File: config.mk
export PLATFORM = sky130hd
export DESIGN_NAME = swb_wait_bank
export DESIGN_NICKNAME = d
export VERILOG_FILES = /design/src/include/swb_pkg.sv /design/src/design/swb_regs.sv /design/src/design/swb_wait_bank.sv
export VERILOG_INCLUDE_DIRS = /design/src /design/src/include
export SDC_FILE = /design/constraint.sdc
export NUM_CORES = 1
export LEC_CHECK = 0
export BUFFER_PORTS_ARGS = -buffer_cell sky130_fd_sc_hd__buf_2
export CAP_MARGIN = 15
export CORE_ASPECT_RATIO = 1.1
export CORE_MARGIN = 2
export CORE_UTILIZATION = 50
export DETAILED_ROUTE_END_ITERATION = 16
export GPL_TIMING_DRIVEN = 0
export PLACE_DENSITY = 0.78
export SLEW_MARGIN = 20
export SYNTH_ARGS = -nofsm -noshare
export SYNTH_HDL_FRONTEND = slang
export SYNTH_SLANG_ARGS = --single-unit
File: constraint.sdc
create_clock -name i_clk -period 2.51 [get_ports i_clk]
set_clock_uncertainty 0.2 [all_clocks]
set_input_delay 0.502 -clock i_clk [delete_from_list [all_inputs] [get_ports i_clk]]
set_output_delay 0.502 -clock i_clk [all_outputs]
set_load 0.01 [all_outputs]
File: src/include/swb_consts.svh
`ifndef SWB_CONSTS_SVH
`define SWB_CONSTS_SVH

// ----------------------------------------------------------------
// Register offsets on the memory-mapped register port
// ----------------------------------------------------------------
`define SWB_OFS_WS_CONFIG 8'h28
`define SWB_OFS_WS_CONTROL 8'h2B
`define SWB_OFS_BANK_CTRL 8'h29

// ----------------------------------------------------------------
// Reset values
// ----------------------------------------------------------------
`define SWB_RST_WS_CONFIG 16'h7FFF
`define SWB_RST_WS_CONTROL 16'h0000
`define SWB_RST_BANK_CTRL 16'hF800

// ----------------------------------------------------------------
// Writable bit masks
// ----------------------------------------------------------------
`define SWB_WMASK_WS_CONFIG 16'hFFFF
`define SWB_WMASK_WS_CONTROL 16'h0001
`define SWB_WMASK_BANK_CTRL 16'hF800

// ----------------------------------------------------------------
// Field positions
// ----------------------------------------------------------------
`define SWB_CFG_EXTR_BIT 15
`define SWB_CFG_IO_MSB 14
`define SWB_CFG_IO_LSB 12
`define SWB_CFG_DHI_MSB 11
`define SWB_CFG_DHI_LSB 9
`define SWB_CFG_DLO_MSB 8
`define SWB_CFG_DLO_LSB 6
`define SWB_CFG_PHI_MSB 5
`define SWB_CFG_PHI_LSB 3
`define SWB_CFG_PLO_MSB 2
`define SWB_CFG_PLO_LSB 0
`define SWB_CTL_MULT_BIT 0
`define SWB_BSC_CMP_MSB 15
`define SWB_BSC_CMP_LSB 12
`define SWB_BSC_TURN_BIT 11

// ----------------------------------------------------------------
// Address bits used by range and boundary decoding
// ----------------------------------------------------------------
`define SWB_ADDR_HALF_BIT 15
`define SWB_ADDR_PAGE_MSB 17
`define SWB_ADDR_PAGE_LSB 16
`define SWB_ADDR_BANK_MSB 15
`define SWB_ADDR_BANK_LSB 12

// ----------------------------------------------------------------
// Timing counts
// ----------------------------------------------------------------
`define SWB_MIN_WAITS 4'h1
`define SWB_IDLE_CYCLES 1

`endif

File: src/include/swb_pkg.sv
`default_nettype none

package swb_pkg;

  // Address space of an external access
  typedef enum logic [1:0] {
    SWB_SP_PROG = 2'h0,
    SWB_SP_DATA = 2'h1,
    SWB_SP_IO = 2'h2
  } swb_space_e;

  // External access request from the granted subsystem
  typedef struct packed {
    logic valid;
    logic write;
    swb_space_e space;
    logic [17:0] addr;
    logic [15:0] wdata;
  } swb_acc_s;

  // Memory-mapped register port of one subsystem
  typedef struct packed {
    logic wr;
    logic rd;
    logic [7:0] addr;
    logic [15:0] wdata;
  } swb_reg_req_s;

  // Register contents of one subsystem
  typedef struct packed {
    logic [15:0] ws_config;
    logic [15:0] ws_control;
    logic [15:0] bank_ctrl;
  } swb_regset_s;

  // Bus-cycle controller states
  typedef enum logic [2:0] {
    SWB_ST_IDLE = 3'b001,
    SWB_ST_TURN = 3'b010,
    SWB_ST_STRB = 3'b100
  } swb_state_e;

endpackage : swb_pkg

`default_nettype wire

File: src/design/swb_regs.sv
`include "swb_consts.svh"
`default_nettype none

module swb_regs
  import swb_pkg::*;
(
  // Clock and reset
  input wire logic i_clk,
  input wire logic i_resetn,
  // Register port
  input wire swb_reg_req_s i_req,
  output logic [15:0] o_rdata,
  // Register contents
  output swb_regset_s o_regs
);

  // ----------------------------------------------------------------
  // Register writes
  // ----------------------------------------------------------------

  // Only writable bits change; reserved bits keep zero
  always_ff @(posedge i_clk or negedge i_resetn) begin
    if (!i_resetn) begin
      o_regs.ws_config <= `SWB_RST_WS_CONFIG;
      o_regs.ws_control <= `SWB_RST_WS_CONTROL;
      o_regs.bank_ctrl <= `SWB_RST_BANK_CTRL;
    end else if (i_req.wr) begin
      case (i_req.addr)
        `SWB_OFS_WS_CONFIG: begin
          o_regs.ws_config <= i_req.wdata & `SWB_WMASK_WS_CONFIG;
        end
        `SWB_OFS_WS_CONTROL: begin
          o_regs.ws_control <= i_req.wdata & `SWB_WMASK_WS_CONTROL;
        end
        `SWB_OFS_BANK_CTRL: begin
          o_regs.bank_ctrl <= i_req.wdata & `SWB_WMASK_BANK_CTRL;
        end
        default: begin
        end
      endcase
    end
  end

  // ----------------------------------------------------------------
  // Register reads
  // ----------------------------------------------------------------

  // Registered read data, one cycle after the read strobe
  always_ff @(posedge i_clk or negedge i_resetn) begin
    if (!i_resetn) begin
      o_rdata <= 16'h0000;
    end else if (i_req.rd) begin
      case (i_req.addr)
        `SWB_OFS_WS_CONFIG: o_rdata <= o_regs.ws_config;
        `SWB_OFS_WS_CONTROL: o_rdata <= o_regs.ws_control;
        `SWB_OFS_BANK_CTRL: o_rdata <= o_regs.bank_ctrl;
        default: o_rdata <= 16'h0000;
      endcase
    end
  end

endmodule // swb_regs

`default_nettype wire

File: src/design/swb_wait_bank.sv
`include "swb_consts.svh"
`default_nettype none

module swb_wait_bank
  import swb_pkg::*;
#(
  parameter int ADDR_W = 18
) (
  // Clock and reset
  input wire logic i_clk,
  input wire logic i_resetn,
  // Subsystem select pin, low grants A
  input wire logic i_subsys_sel,
  // Register port of subsystem A
  input wire swb_reg_req_s i_a_reg,
  output logic [15:0] o_a_rdata,
  // Register port of subsystem B
  input wire swb_reg_req_s i_b_reg,
  output logic [15:0] o_b_rdata,
  // Access request from the granted subsystem
  input wire swb_acc_s i_acc,
  output logic o_busy,
  output logic o_ack,
  output logic [15:0] o_rdata,
  // External bus
  output logic o_strobe,
  output logic o_idle_ins,
  output logic o_ext_write,
  output swb_space_e o_ext_space,
  output logic [ADDR_W-1:0] o_ext_addr,
  output logic [15:0] o_ext_wdata,
  input wire logic [15:0] i_ext_rdata
);

  // ----------------------------------------------------------------
  // Per-subsystem register sets
  // ----------------------------------------------------------------

  swb_regset_s regs_a;
  swb_regset_s regs_b;
  swb_regset_s regs_sel;

  swb_regs u_regs_a (
    .i_clk(i_clk),
    .i_resetn(i_resetn),
    .i_req(i_a_reg),
    .o_rdata(o_a_rdata),
    .o_regs(regs_a)
  );

  swb_regs u_regs_b (
    .i_clk(i_clk),
    .i_resetn(i_resetn),
    .i_req(i_b_reg),
    .o_rdata(o_b_rdata),
    .o_regs(regs_b)
  );

  // Granted subsystem governs waits and bank size
  assign regs_sel = i_subsys_sel ? regs_b : regs_a;

  // ----------------------------------------------------------------
  // Field extraction from the governing set
  // ----------------------------------------------------------------

  logic ext_range;
  logic mult;
  logic turn_en;
  logic [3:0] bank_mask;
  logic [2:0] base_io;
  logic [2:0] base_dhi;
  logic [2:0] base_dlo;
  logic [2:0] base_phi;
  logic [2:0] base_plo;

  // Field slices
  assign ext_range = regs_sel.ws_config[`SWB_CFG_EXTR_BIT];
  assign base_io = regs_sel.ws_config[`SWB_CFG_IO_MSB:`SWB_CFG_IO_LSB];
  assign base_dhi = regs_sel.ws_config[`SWB_CFG_DHI_MSB:`SWB_CFG_DHI_LSB];
  assign base_dlo = regs_sel.ws_config[`SWB_CFG_DLO_MSB:`SWB_CFG_DLO_LSB];
  assign base_phi = regs_sel.ws_config[`SWB_CFG_PHI_MSB:`SWB_CFG_PHI_LSB];
  assign base_plo = regs_sel.ws_config[`SWB_CFG_PLO_MSB:`SWB_CFG_PLO_LSB];
  assign mult = regs_sel.ws_control[`SWB_CTL_MULT_BIT];
  assign bank_mask = regs_sel.bank_ctrl[`SWB_BSC_CMP_MSB:`SWB_BSC_CMP_LSB];
  assign turn_en = regs_sel.bank_ctrl[`SWB_BSC_TURN_BIT];

  // ----------------------------------------------------------------
  // Wait count for the incoming access
  // ----------------------------------------------------------------

  logic [2:0] base_sel;
  logic [3:0] waits_raw;
  logic [3:0] waits_nxt;

  // Range decode picks one base count
  always_comb begin
    base_sel = base_plo;
    case (i_acc.space)
      SWB_SP_IO: base_sel = base_io;
      SWB_SP_DATA: begin
        if (i_acc.addr[`SWB_ADDR_HALF_BIT]) begin
          base_sel = base_dhi;
        end else begin
          base_sel = base_dlo;
        end
      end
      SWB_SP_PROG: begin
        // Extended range lets the lower field cover every page
        if (ext_range) begin
          base_sel = base_plo;
        end else if (i_acc.addr[`SWB_ADDR_HALF_BIT]) begin
          base_sel = base_phi;
        end else begin
          base_sel = base_plo;
        end
      end
      default: base_sel = base_plo;
    endcase
  end

  // Doubling keeps the count inside four bits, 14 at most
  assign waits_raw = mult ? {base_sel, 1'b0} : {1'b0, base_sel};

  // A programmed zero still costs one wait
  assign waits_nxt = (waits_raw < `SWB_MIN_WAITS) ? `SWB_MIN_WAITS : waits_raw;

  // ----------------------------------------------------------------
  // Bank-switch detection against the previous access
  // ----------------------------------------------------------------

  logic last_valid_r;
  logic last_write_r;
  swb_space_e last_space_r;
  logic [ADDR_W-1:0] last_addr_r;
  logic mem_space;
  logic bank_cross;
  logic page_cross;
  logic space_cross;
  logic turn_cross;
  logic need_idle;
  logic take;

  assign mem_space = (i_acc.space == SWB_SP_PROG) || (i_acc.space == SWB_SP_DATA);

  // Mask selects how many upper address bits define a bank
  assign bank_cross = mem_space && (i_acc.space == last_space_r) &&
    (((i_acc.addr[`SWB_ADDR_BANK_MSB:`SWB_ADDR_BANK_LSB] ^
       last_addr_r[`SWB_ADDR_BANK_MSB:`SWB_ADDR_BANK_LSB]) & bank_mask) != 4'h0);

  // Program page change or program-to-data move
  assign page_cross = (i_acc.space == SWB_SP_PROG) && (last_space_r == SWB_SP_PROG) &&
    (i_acc.addr[`SWB_ADDR_PAGE_MSB:`SWB_ADDR_PAGE_LSB] !=
     last_addr_r[`SWB_ADDR_PAGE_MSB:`SWB_ADDR_PAGE_LSB]);
  assign space_cross = (last_space_r == SWB_SP_PROG) && (i_acc.space == SWB_SP_DATA);

  // Read-to-read turnaround between data and program
  assign turn_cross = turn_en && !i_acc.write && !last_write_r && mem_space &&
    (last_space_r != SWB_SP_IO) && (i_acc.space != last_space_r);

  // Only one idle cycle however many causes coincide
  assign need_idle = last_valid_r && (bank_cross || page_cross || space_cross || turn_cross);

  // ----------------------------------------------------------------
  // Bus-cycle state machine
  // ----------------------------------------------------------------

  swb_state_e state_r;
  swb_state_e state_nxt;
  logic [3:0] cnt_r;
  logic [3:0] waits_r;

  assign take = (state_r == SWB_ST_IDLE) && i_acc.valid;

  // Next state
  always_comb begin
    state_nxt = state_r;
    case (state_r)
      SWB_ST_IDLE: begin
        if (take) begin
          state_nxt = need_idle ? SWB_ST_TURN : SWB_ST_STRB;
        end
      end
      SWB_ST_TURN: state_nxt = SWB_ST_STRB;
      SWB_ST_STRB: begin
        if (cnt_r == 4'h0) begin
          state_nxt = SWB_ST_IDLE;
        end
      end
      default: state_nxt = SWB_ST_IDLE;
    endcase
  end

  // State register
  always_ff @(posedge i_clk or negedge i_resetn) begin
    if (!i_resetn) begin
      state_r <= SWB_ST_IDLE;
    end else begin
      state_r <= state_nxt;
    end
  end

  // Wait counter, loaded when the strobe starts
  always_ff @(posedge i_clk or negedge i_resetn) begin
    if (!i_resetn) begin
      waits_r <= 4'h0;
      cnt_r <= 4'h0;
    end else begin
      if (take) begin
        waits_r <= waits_nxt;
        cnt_r <= waits_nxt;
      end else if (state_r == SWB_ST_TURN) begin
        cnt_r <= waits_r;
      end else if ((state_r == SWB_ST_STRB) && (cnt_r != 4'h0)) begin
        cnt_r <= cnt_r - 4'h1;
      end
    end
  end

  // ----------------------------------------------------------------
  // Previous-access history
  // ----------------------------------------------------------------

  // Kept across idle time so a later access still sees a crossing
  always_ff @(posedge i_clk or negedge i_resetn) begin
    if (!i_resetn) begin
      last_valid_r <= 1'b0;
      last_write_r <= 1'b0;
      last_space_r <= SWB_SP_PROG;
      last_addr_r <= '0;
    end else if (take) begin
      last_valid_r <= 1'b1;
      last_write_r <= i_acc.write;
      last_space_r <= i_acc.space;
      last_addr_r <= i_acc.addr[ADDR_W-1:0];
    end
  end

  // ----------------------------------------------------------------
  // External bus outputs
  // ----------------------------------------------------------------

  // Address, direction and write data held for the whole access
  always_ff @(posedge i_clk or negedge i_resetn) begin
    if (!i_resetn) begin
      o_ext_write <= 1'b0;
      o_ext_space <= SWB_SP_PROG;
      o_ext_addr <= '0;
      o_ext_wdata <= 16'h0000;
    end else if (take) begin
      o_ext_write <= i_acc.write;
      o_ext_space <= i_acc.space;
      o_ext_addr <= i_acc.addr[ADDR_W-1:0];
      o_ext_wdata <= i_acc.wdata;
    end
  end

  // Idle flag marks the inserted dead cycle on the bus
  always_ff @(posedge i_clk or negedge i_resetn) begin
    if (!i_resetn) begin
      o_idle_ins <= 1'b0;
    end else begin
      o_idle_ins <= take && need_idle;
    end
  end

  // Strobe stays high for the base cycle plus every wait
  always_ff @(posedge i_clk or negedge i_resetn) begin
    if (!i_resetn) begin
      o_strobe <= 1'b0;
    end else begin
      o_strobe <= (state_nxt == SWB_ST_STRB);
    end
  end

  // ----------------------------------------------------------------
  // Completion toward the subsystem
  // ----------------------------------------------------------------

  // Busy from take until the ack edge
  always_ff @(posedge i_clk or negedge i_resetn) begin
    if (!i_resetn) begin
      o_busy <= 1'b0;
    end else begin
      o_busy <= (state_nxt != SWB_ST_IDLE);
    end
  end

  // Read data sampled at the very end of the stretched cycle
  always_ff @(posedge i_clk or negedge i_resetn) begin
    if (!i_resetn) begin
      o_ack <= 1'b0;
      o_rdata <= 16'h0000;
    end else begin
      o_ack <= (state_r == SWB_ST_STRB) && (cnt_r == 4'h0);
      if ((state_r == SWB_ST_STRB) && (cnt_r == 4'h0) && !o_ext_write) begin
        o_rdata <= i_ext_rdata;
      end
    end
  end

endmodule // swb_wait_bank

`default_nettype wire

==> results of run 1 <==
## state kept, by name, summed over array words and instances (netlist names)
signal            flops
cnt_r                 4
o_rdata              16
u_regs_b.o_rdata     16
o_ext_space           2
o_ext_write           1
waits_r               4
o_ext_wdata          16
o_ack                 1
o_strobe              1
o_busy                1
u_regs_a.o_regs      22
u_regs_a.o_rdata     16
last_valid_r          1
o_ext_addr           18
o_idle_ins            1
u_regs_b.o_regs      22
state_r               3
## metrics by stage
step	cell area [um^2]	power, mW
5_1_grt	8260	8.01
3_3_place_gp	7580	4.95
4_1_cts	8250	7.64
2_1_floorplan	6420	4.23
6_report	8260	7.57
3_5_place_dp	7620	5.06
## area by class of cell
cell class / count / share of cell area [%]
Clock inverter: 11 / 1.64
Sequential cell: 145 / 44.6
Buffer: 25 / 1.39
Multi-Input combinational cell: 373 / 30.3
Timing Repair Buffer: 196 / 12.4
Tap cell: 157 / 2.38
Clock buffer: 21 / 5.70
Inverter: 38 / 1.73
## worst reg2reg max path: cells and delay by family (launching register included)
kind          cells  cell delay [ns]
fa+ha+maj         1             0.20
buf+inv           2             0.33
flops             1             0.39
mux               1             0.36
simple gates      3             0.72
## kinds of logic after synthesis
logic type	after synthesis
and+or+nand+nor	200
muxes	94
DFF	145
AOI/OAI and AO/OA	70
adders and majority gates	1
xor gates and xnor gates	8
buffers and inverters	63
## final timing paths
path	endpoint	cells after the start	start	slack, ns
setup / recovery	o_rdata[12]	7	cnt_r[0]	0.19
hold / removal	o_ext_addr[0]	3	i_acc[16]	0.08
setup reg to reg	o_rdata[12]	7	cnt_r[0]	0.19
hold reg to reg	o_ext_addr[0]	2	o_ext_addr[0]	0.27
max in group asynchronous	u_regs_b.o_regs[35]	3	i_resetn	0.90
min in group asynchronous	o_rdata[6]	2	i_resetn	0.45
## what timing repair did
item                       in CTS  in global routing
hold buffers                    1                  0
gates resized for setup         2                  1
setup endpoints to repair      10                 10
hold endpoints to repair       52                  0
pin swaps                       0                  1
buffers inserted                0                  1
## power by group
group          internal [mW]  switching [mW]
Sequential              2.85           0.331
Clock                   1.63           0.921
Combinational          0.802            1.04
Total                   5.28            2.29
## per-layer routing
| layer | GRT usage (%) | wire length (um) | vias to the layer above |
|---|---|---|---|
| met5 | 0 | 0 | - |
| met1 | 28.0 | 6140 | 2461 |
| met2 | 41.1 | 8090 | 176 |
| met3 | 6.47 | 1050 | 31 |
| met4 | 9.83 | 442 | 0 |
| li1 | - | - | 2401 |
## cells in the mapped netlist (all sizes together) (2+ instances only)
cell	n	share of area, %
nor2	9	0.64
a211oi	3	0.35
nand2	141	8.2
or4	2	0.23
nor3	11	1.3
a21o	2	0.23
dfrtp	104	41
mux2	66	12
xnor2	6	0.82
mux4	3	1.1
o21ai	32	2.5
a21boi	2	0.23
nand3	9	0.70
nand2b	10	0.97
mux2i	25	3.9
buf	10	0.88
clkbuf	15	0.88
inv	38	2.2
xor2	2	0.27
nand4bb	2	0.35
nor4bb	2	0.31
a22o	2	0.27
a31oi	3	0.29
or3b	2	0.27
o22ai	14	1.4
nor4	2	0.29
nand4	3	0.29
a21oi	6	0.47
dfstp	41	17
nor2b	2	0.19
==> impl_metrics.json, run 1 <==
{
  "status": "finished, final reports clean",
  "setup_tns_ns": 0,
  "cp_slowest_stage_delay_ns": 0.39,
  "syn_area_per_cell_um2": 11.1,
  "grt_pass1_vias": 5197,
  "io_pins": 198,
  "critical_path_class": "register to register",
  "track_usage_pct": 23.6,
  "path_buf_inv": 2,
  "core_region_area_um2": 12600,
  "end_kind": "register",
  "stdcell_count": 966,
  "rsz0062_at_grt": "false",
  "drt-total-wl_mm": 15.7,
  "initial_core_util_pct": 51.0,
  "synth_top_family_by_area": "multiplexers",
  "slowest_stage": "dfrtp_1",
  "drv_cap": 0,
  "numCtsBuffers": 17,
  "synth_edf_count": 0,
  "hold_class": "input pin to register",
  "synthAdderAreaFrac_pct": 0.195,
  "fmax_mhz": 432,
  "synth-xor-area-share_pct": 1.09,
  "final_common_cell": "buf_2",
  "clk_pin_slew_ns": 0.06,
  "cts_buffer_depth": 2,
  "synth.yosys.seq_area_share_pct": 57.3,
  "critPathMaxFanout": 10,
  "synth-seq-cells": 145,
  "drt-initial-drc-count": 333,
  "peakVddDrop_uv": 647,
  "synth_simple_gate_area_share_pct": 14.3,
  "synth_cells": 581,
  "layout_min_cycle_time_ns": 2.32,
  "setup_viol": 0,
  "worstPathRequired_ns": 2.60,
  "critPathLaunchType": "register",
  "synth.mux.area_fraction_pct": 16.5,
  "overflow": 0,
  "row_count": 43,
  "maxSlewHeadroom_pct": 59.5,
  "drc": 0,
  "mostFrequentLayoutCells": "197 x buf_2, 141 x nand2_1, 104 x dfrtp_1, 63 x mux2_2, 41 x dfstp_2",
  "nFillCells": 1014,
  "final_util_pct": 65.6,
  "synth.distinct_cells": 52,
  "cts_sinks": 145,
  "multi_input_comb_area_um2": 2500,
  "mappedNetlistNets": 691,
  "power_leakage_nw": 4.16,
  "ff_latch_area_um2": 3680,
  "dp_cells": 932,
  "power_density_nw_per_um2": 917,
  "holdWs_ns": 0.0770,
  "netlist_area_um2": 6420,
  "slew_viol_final": 0,
  "synthFlopType": "dfrtp_1",
  "drive_gt1_share_pct": 43.5,
  "dp_slack_ns": -0.158,
  "hold_violations": 0,
  "insertion_delay_ns": 0.41,
  "post-route-period-util_pct": 92.3,
  "fin_ws_ns": 0.193,
  "grt_max_degree": 77,
  "firstDrtPassIters": 4,
  "cp.arrival_ns": 2.41,
  "syn_to_final_growth_pct": 28.6,
  "post-dp-hpwl_mm": 11.8,
  "synth_compound_area_share_pct": 6.60,
  "wire_per_inst_um": 16.3,
  "synthArstFlopShare_pct": 100,
  "antenna_found_initial": 0,
  "die_area_um2": 13800,
  "path_delay_family": "simple AND/OR/NAND/NOR gates",
  "worst_slew_pin_slew_ns": 0.608,
  "die_w_um": 112,
  "via_per_inst": 5.25,
  "final_nets": 906,
  "root_buffer": "clkbuf_16",
  "ant_nets": 0,
  "io_buffers": 193,
  "dieHeight_um": 123,
  "grt_pass1_wl_mm": 25.4,
  "ys_warn_count": 0,
  "gp_congestion": 0.802,
  "num_vias": 5069,
  "diodes": 0,
  "cts_tree": "built",
  "path_cells": "inv_1, ha_1, nor4bb_2, nand2_1, nor2_4, clkbuf_4, mux2_2",
  "htree_num_levels": 4
}
No activity file was read; power rests on OpenSTA's default activity.
==> run 2, diff against run 1 <==
--- a/config.mk
+++ b/config.mk
@@ -11,6 +11,7 @@
 export CORE_ASPECT_RATIO = 1.1
 export CORE_MARGIN = 2
 export CORE_UTILIZATION = 50
+export CTS_BUF_LIST = sky130_fd_sc_hd__clkbuf_4 sky130_fd_sc_hd__clkbuf_8
 export DETAILED_ROUTE_END_ITERATION = 16
 export GPL_TIMING_DRIVEN = 0
 export PLACE_DENSITY = 0.78
@@ -18,3 +19,4 @@
 export SYNTH_ARGS = -nofsm -noshare
 export SYNTH_HDL_FRONTEND = slang
 export SYNTH_SLANG_ARGS = --single-unit
+export TNS_END_PERCENT = 30
==> run 2 against run 1 <==
Sequential share of layout area rose by 1.0 points. Critical endpoint unchanged. Die area unchanged. Highest routed layer unchanged. Maximum frequency decreased by 0.35%. Global-route usage is 0.24 points lower.
==> impl_metrics.json, run 2 (synthesis gave the netlist of run 1 again) <==
{
  "cp.arrival_ns": 2.45,
  "via_per_inst": 5.21,
  "firstDrtPassIters": 5,
  "io_buffers": 193,
  "final_nets": 906,
  "drt-initial-drc-count": 355,
  "slowest_stage": "dfrtp_1",
  "setup_viol": 0,
  "ant_nets": 0,
  "p_comb_share_pct": 26.6,
  "syn_to_final_growth_pct": 25.7,
  "wire_per_inst_um": 16.0,
  "end_kind": "register",
  "crit_path_start": "cnt_r[0]",
  "final_common_cell": "buf_2",
  "peakVddDrop_uv": 590,
  "drt-total-wl_mm": 15.5,
  "track_usage_pct": 23.4,
  "stdcell_count": 966,
  "min_delay_path_depth": 3,
  "antenna_found_initial": 0,
  "htree_num_levels": 4,
  "rsz0062_at_grt": "false",
  "drive_gt1_share_pct": 43.6,
  "core_region_area_um2": 12600,
  "diodes": 0,
  "grt_max_degree": 77,
  "setup_tns_ns": 0,
  "path_delay_family": "simple AND/OR/NAND/NOR gates",
  "reg2reg_depth": 7,
  "reg_top3": "u_regs_a.o_regs x22, u_regs_b.o_regs x22, o_ext_addr x18",
  "numCtsBuffers": 17,
  "dp_slack_ns": -0.158,
  "worstPathRequired_ns": 2.63,
  "fin_ws_ns": 0.185,
  "die_area_um2": 13800,
  "critPathLaunchType": "register",
  "p_int_mw": 4.71,
  "hold_violations": 0,
  "cts_sinks": 145,
  "drc": 0,
  "layout_min_cycle_time_ns": 2.32,
  "status": "finished, final reports clean",
  "mostFrequentLayoutCells": "197 x buf_2, 141 x nand2_1, 104 x dfrtp_1, 63 x mux2_2, 41 x dfstp_2",
  "io_pins": 198,
  "pwr-share-seq_pct": 45.8,
  "dieHeight_um": 123,
  "cts_tree": "built",
  "num_vias": 5030,
  "initial_core_util_pct": 51.0,
  "grtUsageMet3_pct": 6.62,
  "grt_pass1_wl_mm": 25.2,
  "grtUsageMet1_pct": 27.7,
  "p_switching_mw": 2.21,
  "critPathMaxFanout": 10,
  "hold_path.startpoint": "i_acc[26]",
  "power_leakage_nw": 4.07,
  "worst_slew_pin_slew_ns": 0.641,
  "critical_path_class": "register to register",
  "die_w_um": 112,
  "dp_cells": 932,
  "grt_busiest_layer": "met2",
  "post-route-period-util_pct": 92.6,
  "r2r-start": "cnt_r[0]",
  "grtUsageMet2_pct": 40.9,
  "insertion_delay_ns": 0.44,
  "row_count": 43,
  "gp_congestion": 0.802,
  "cp_slowest_stage_delay_ns": 0.39,
  "slew_viol_final": 0,
  "drv_cap": 0,
  "cts_buffer_depth": 2,
  "path_cells": "inv_1, ha_1, nor4bb_2, nand2_1, nor2_4, clkbuf_4, mux2_2",
  "clk_pin_slew_ns": 0.07,
  "overflow": 0,
  "fmax_mhz": 430,
  "cp.depth": 7,
  "power_density_nw_per_um2": 857,
  "switching_share_pct": 32.0,
  "hold_class": "input pin to register",
  "power_mw": 6.92,
  "post-dp-hpwl_mm": 11.8,
  "pwr-share-clk_pct": 27.6,
  "maxSlewHeadroom_pct": 57.3,
  "root_buffer": "clkbuf_8",
  "path_buf_inv": 2,
  "grt_pass1_vias": 5175
}
==> run 2: area by class of cell <==
class / instances / area [um^2]
flip-flops and latches: 145 / 3680
well taps: 157 / 196
clock buffers: 21 / 283
repair buffers: 196 / 1020
multi-input cells: 373 / 2500
inverters: 38 / 143
fillers: 1044 / 4520
plain buffers: 25 / 115
clock inverters: 11 / 135
==> run 2: timing repair <==
item                                    in CTS  in global routing
pin swaps                                    0                  1
resized for setup                            2                  1
endpoints found under the setup margin      10                 10
hold buffers                                 1                  0
buffers inserted                             0                  1
hold endpoints to repair                    52                  0
cloned                                       0                  0
==> run 2: power by group through the flow <==
stage                     logic [mW]  clock network [mW]  registers, mW
after global placement          1.79                   0           3.17
after floorplan                0.889                   0           3.34
final                           1.84                1.91           3.17
after detailed placement        1.85                   0           3.21
after global routing            2.06                2.06           3.24
after CTS                       1.86                1.95           3.17
==> run 2: worst register-to-register path: stages, from the launching register on <==
cell,delay (ns)
dfrtp_1,0.39
inv_1,0.11
ha_1,0.20
nor4bb_2,0.37
nand2_1,0.21
nor2_4,0.15
clkbuf_4,0.22
mux2_2,0.36
==> run 2: metrics by stage <==
stage / cell area, um^2 / util [%] / hold slack, ns
global placement: 7580 / 60.2 / 0.250
detailed placement: 7620 / 60.5 / 0.259
global route: 8070 / 64.1 / 0.0267
floorplan: 6420 / - / 0.00641
finish: 8070 / 64.1 / 0.0519
CTS: 8060 / 64.0 / 0.0134
==> run 2: path summary, 6_finish.rpt <==
| kind | slack, ns | to |
|---|---|---|
| max | 0.19 | o_rdata[12] |
| min | 0.05 | o_ext_addr[10] |
| max reg2reg | 0.19 | o_rdata[12] |
| min reg2reg | 0.27 | o_ext_addr[0] |
| max in group asynchronous | 0.92 | u_regs_b.o_regs[39] |
| min in group asynchronous | 0.42 | o_rdata[6] |
==> run 2: metal layers <==
layer,routed length (um),vias to the layer above
li1,-,2398
met1,6120,2424
met2,8050,182
met3,1010,26
met4,308,0
met5,0,-
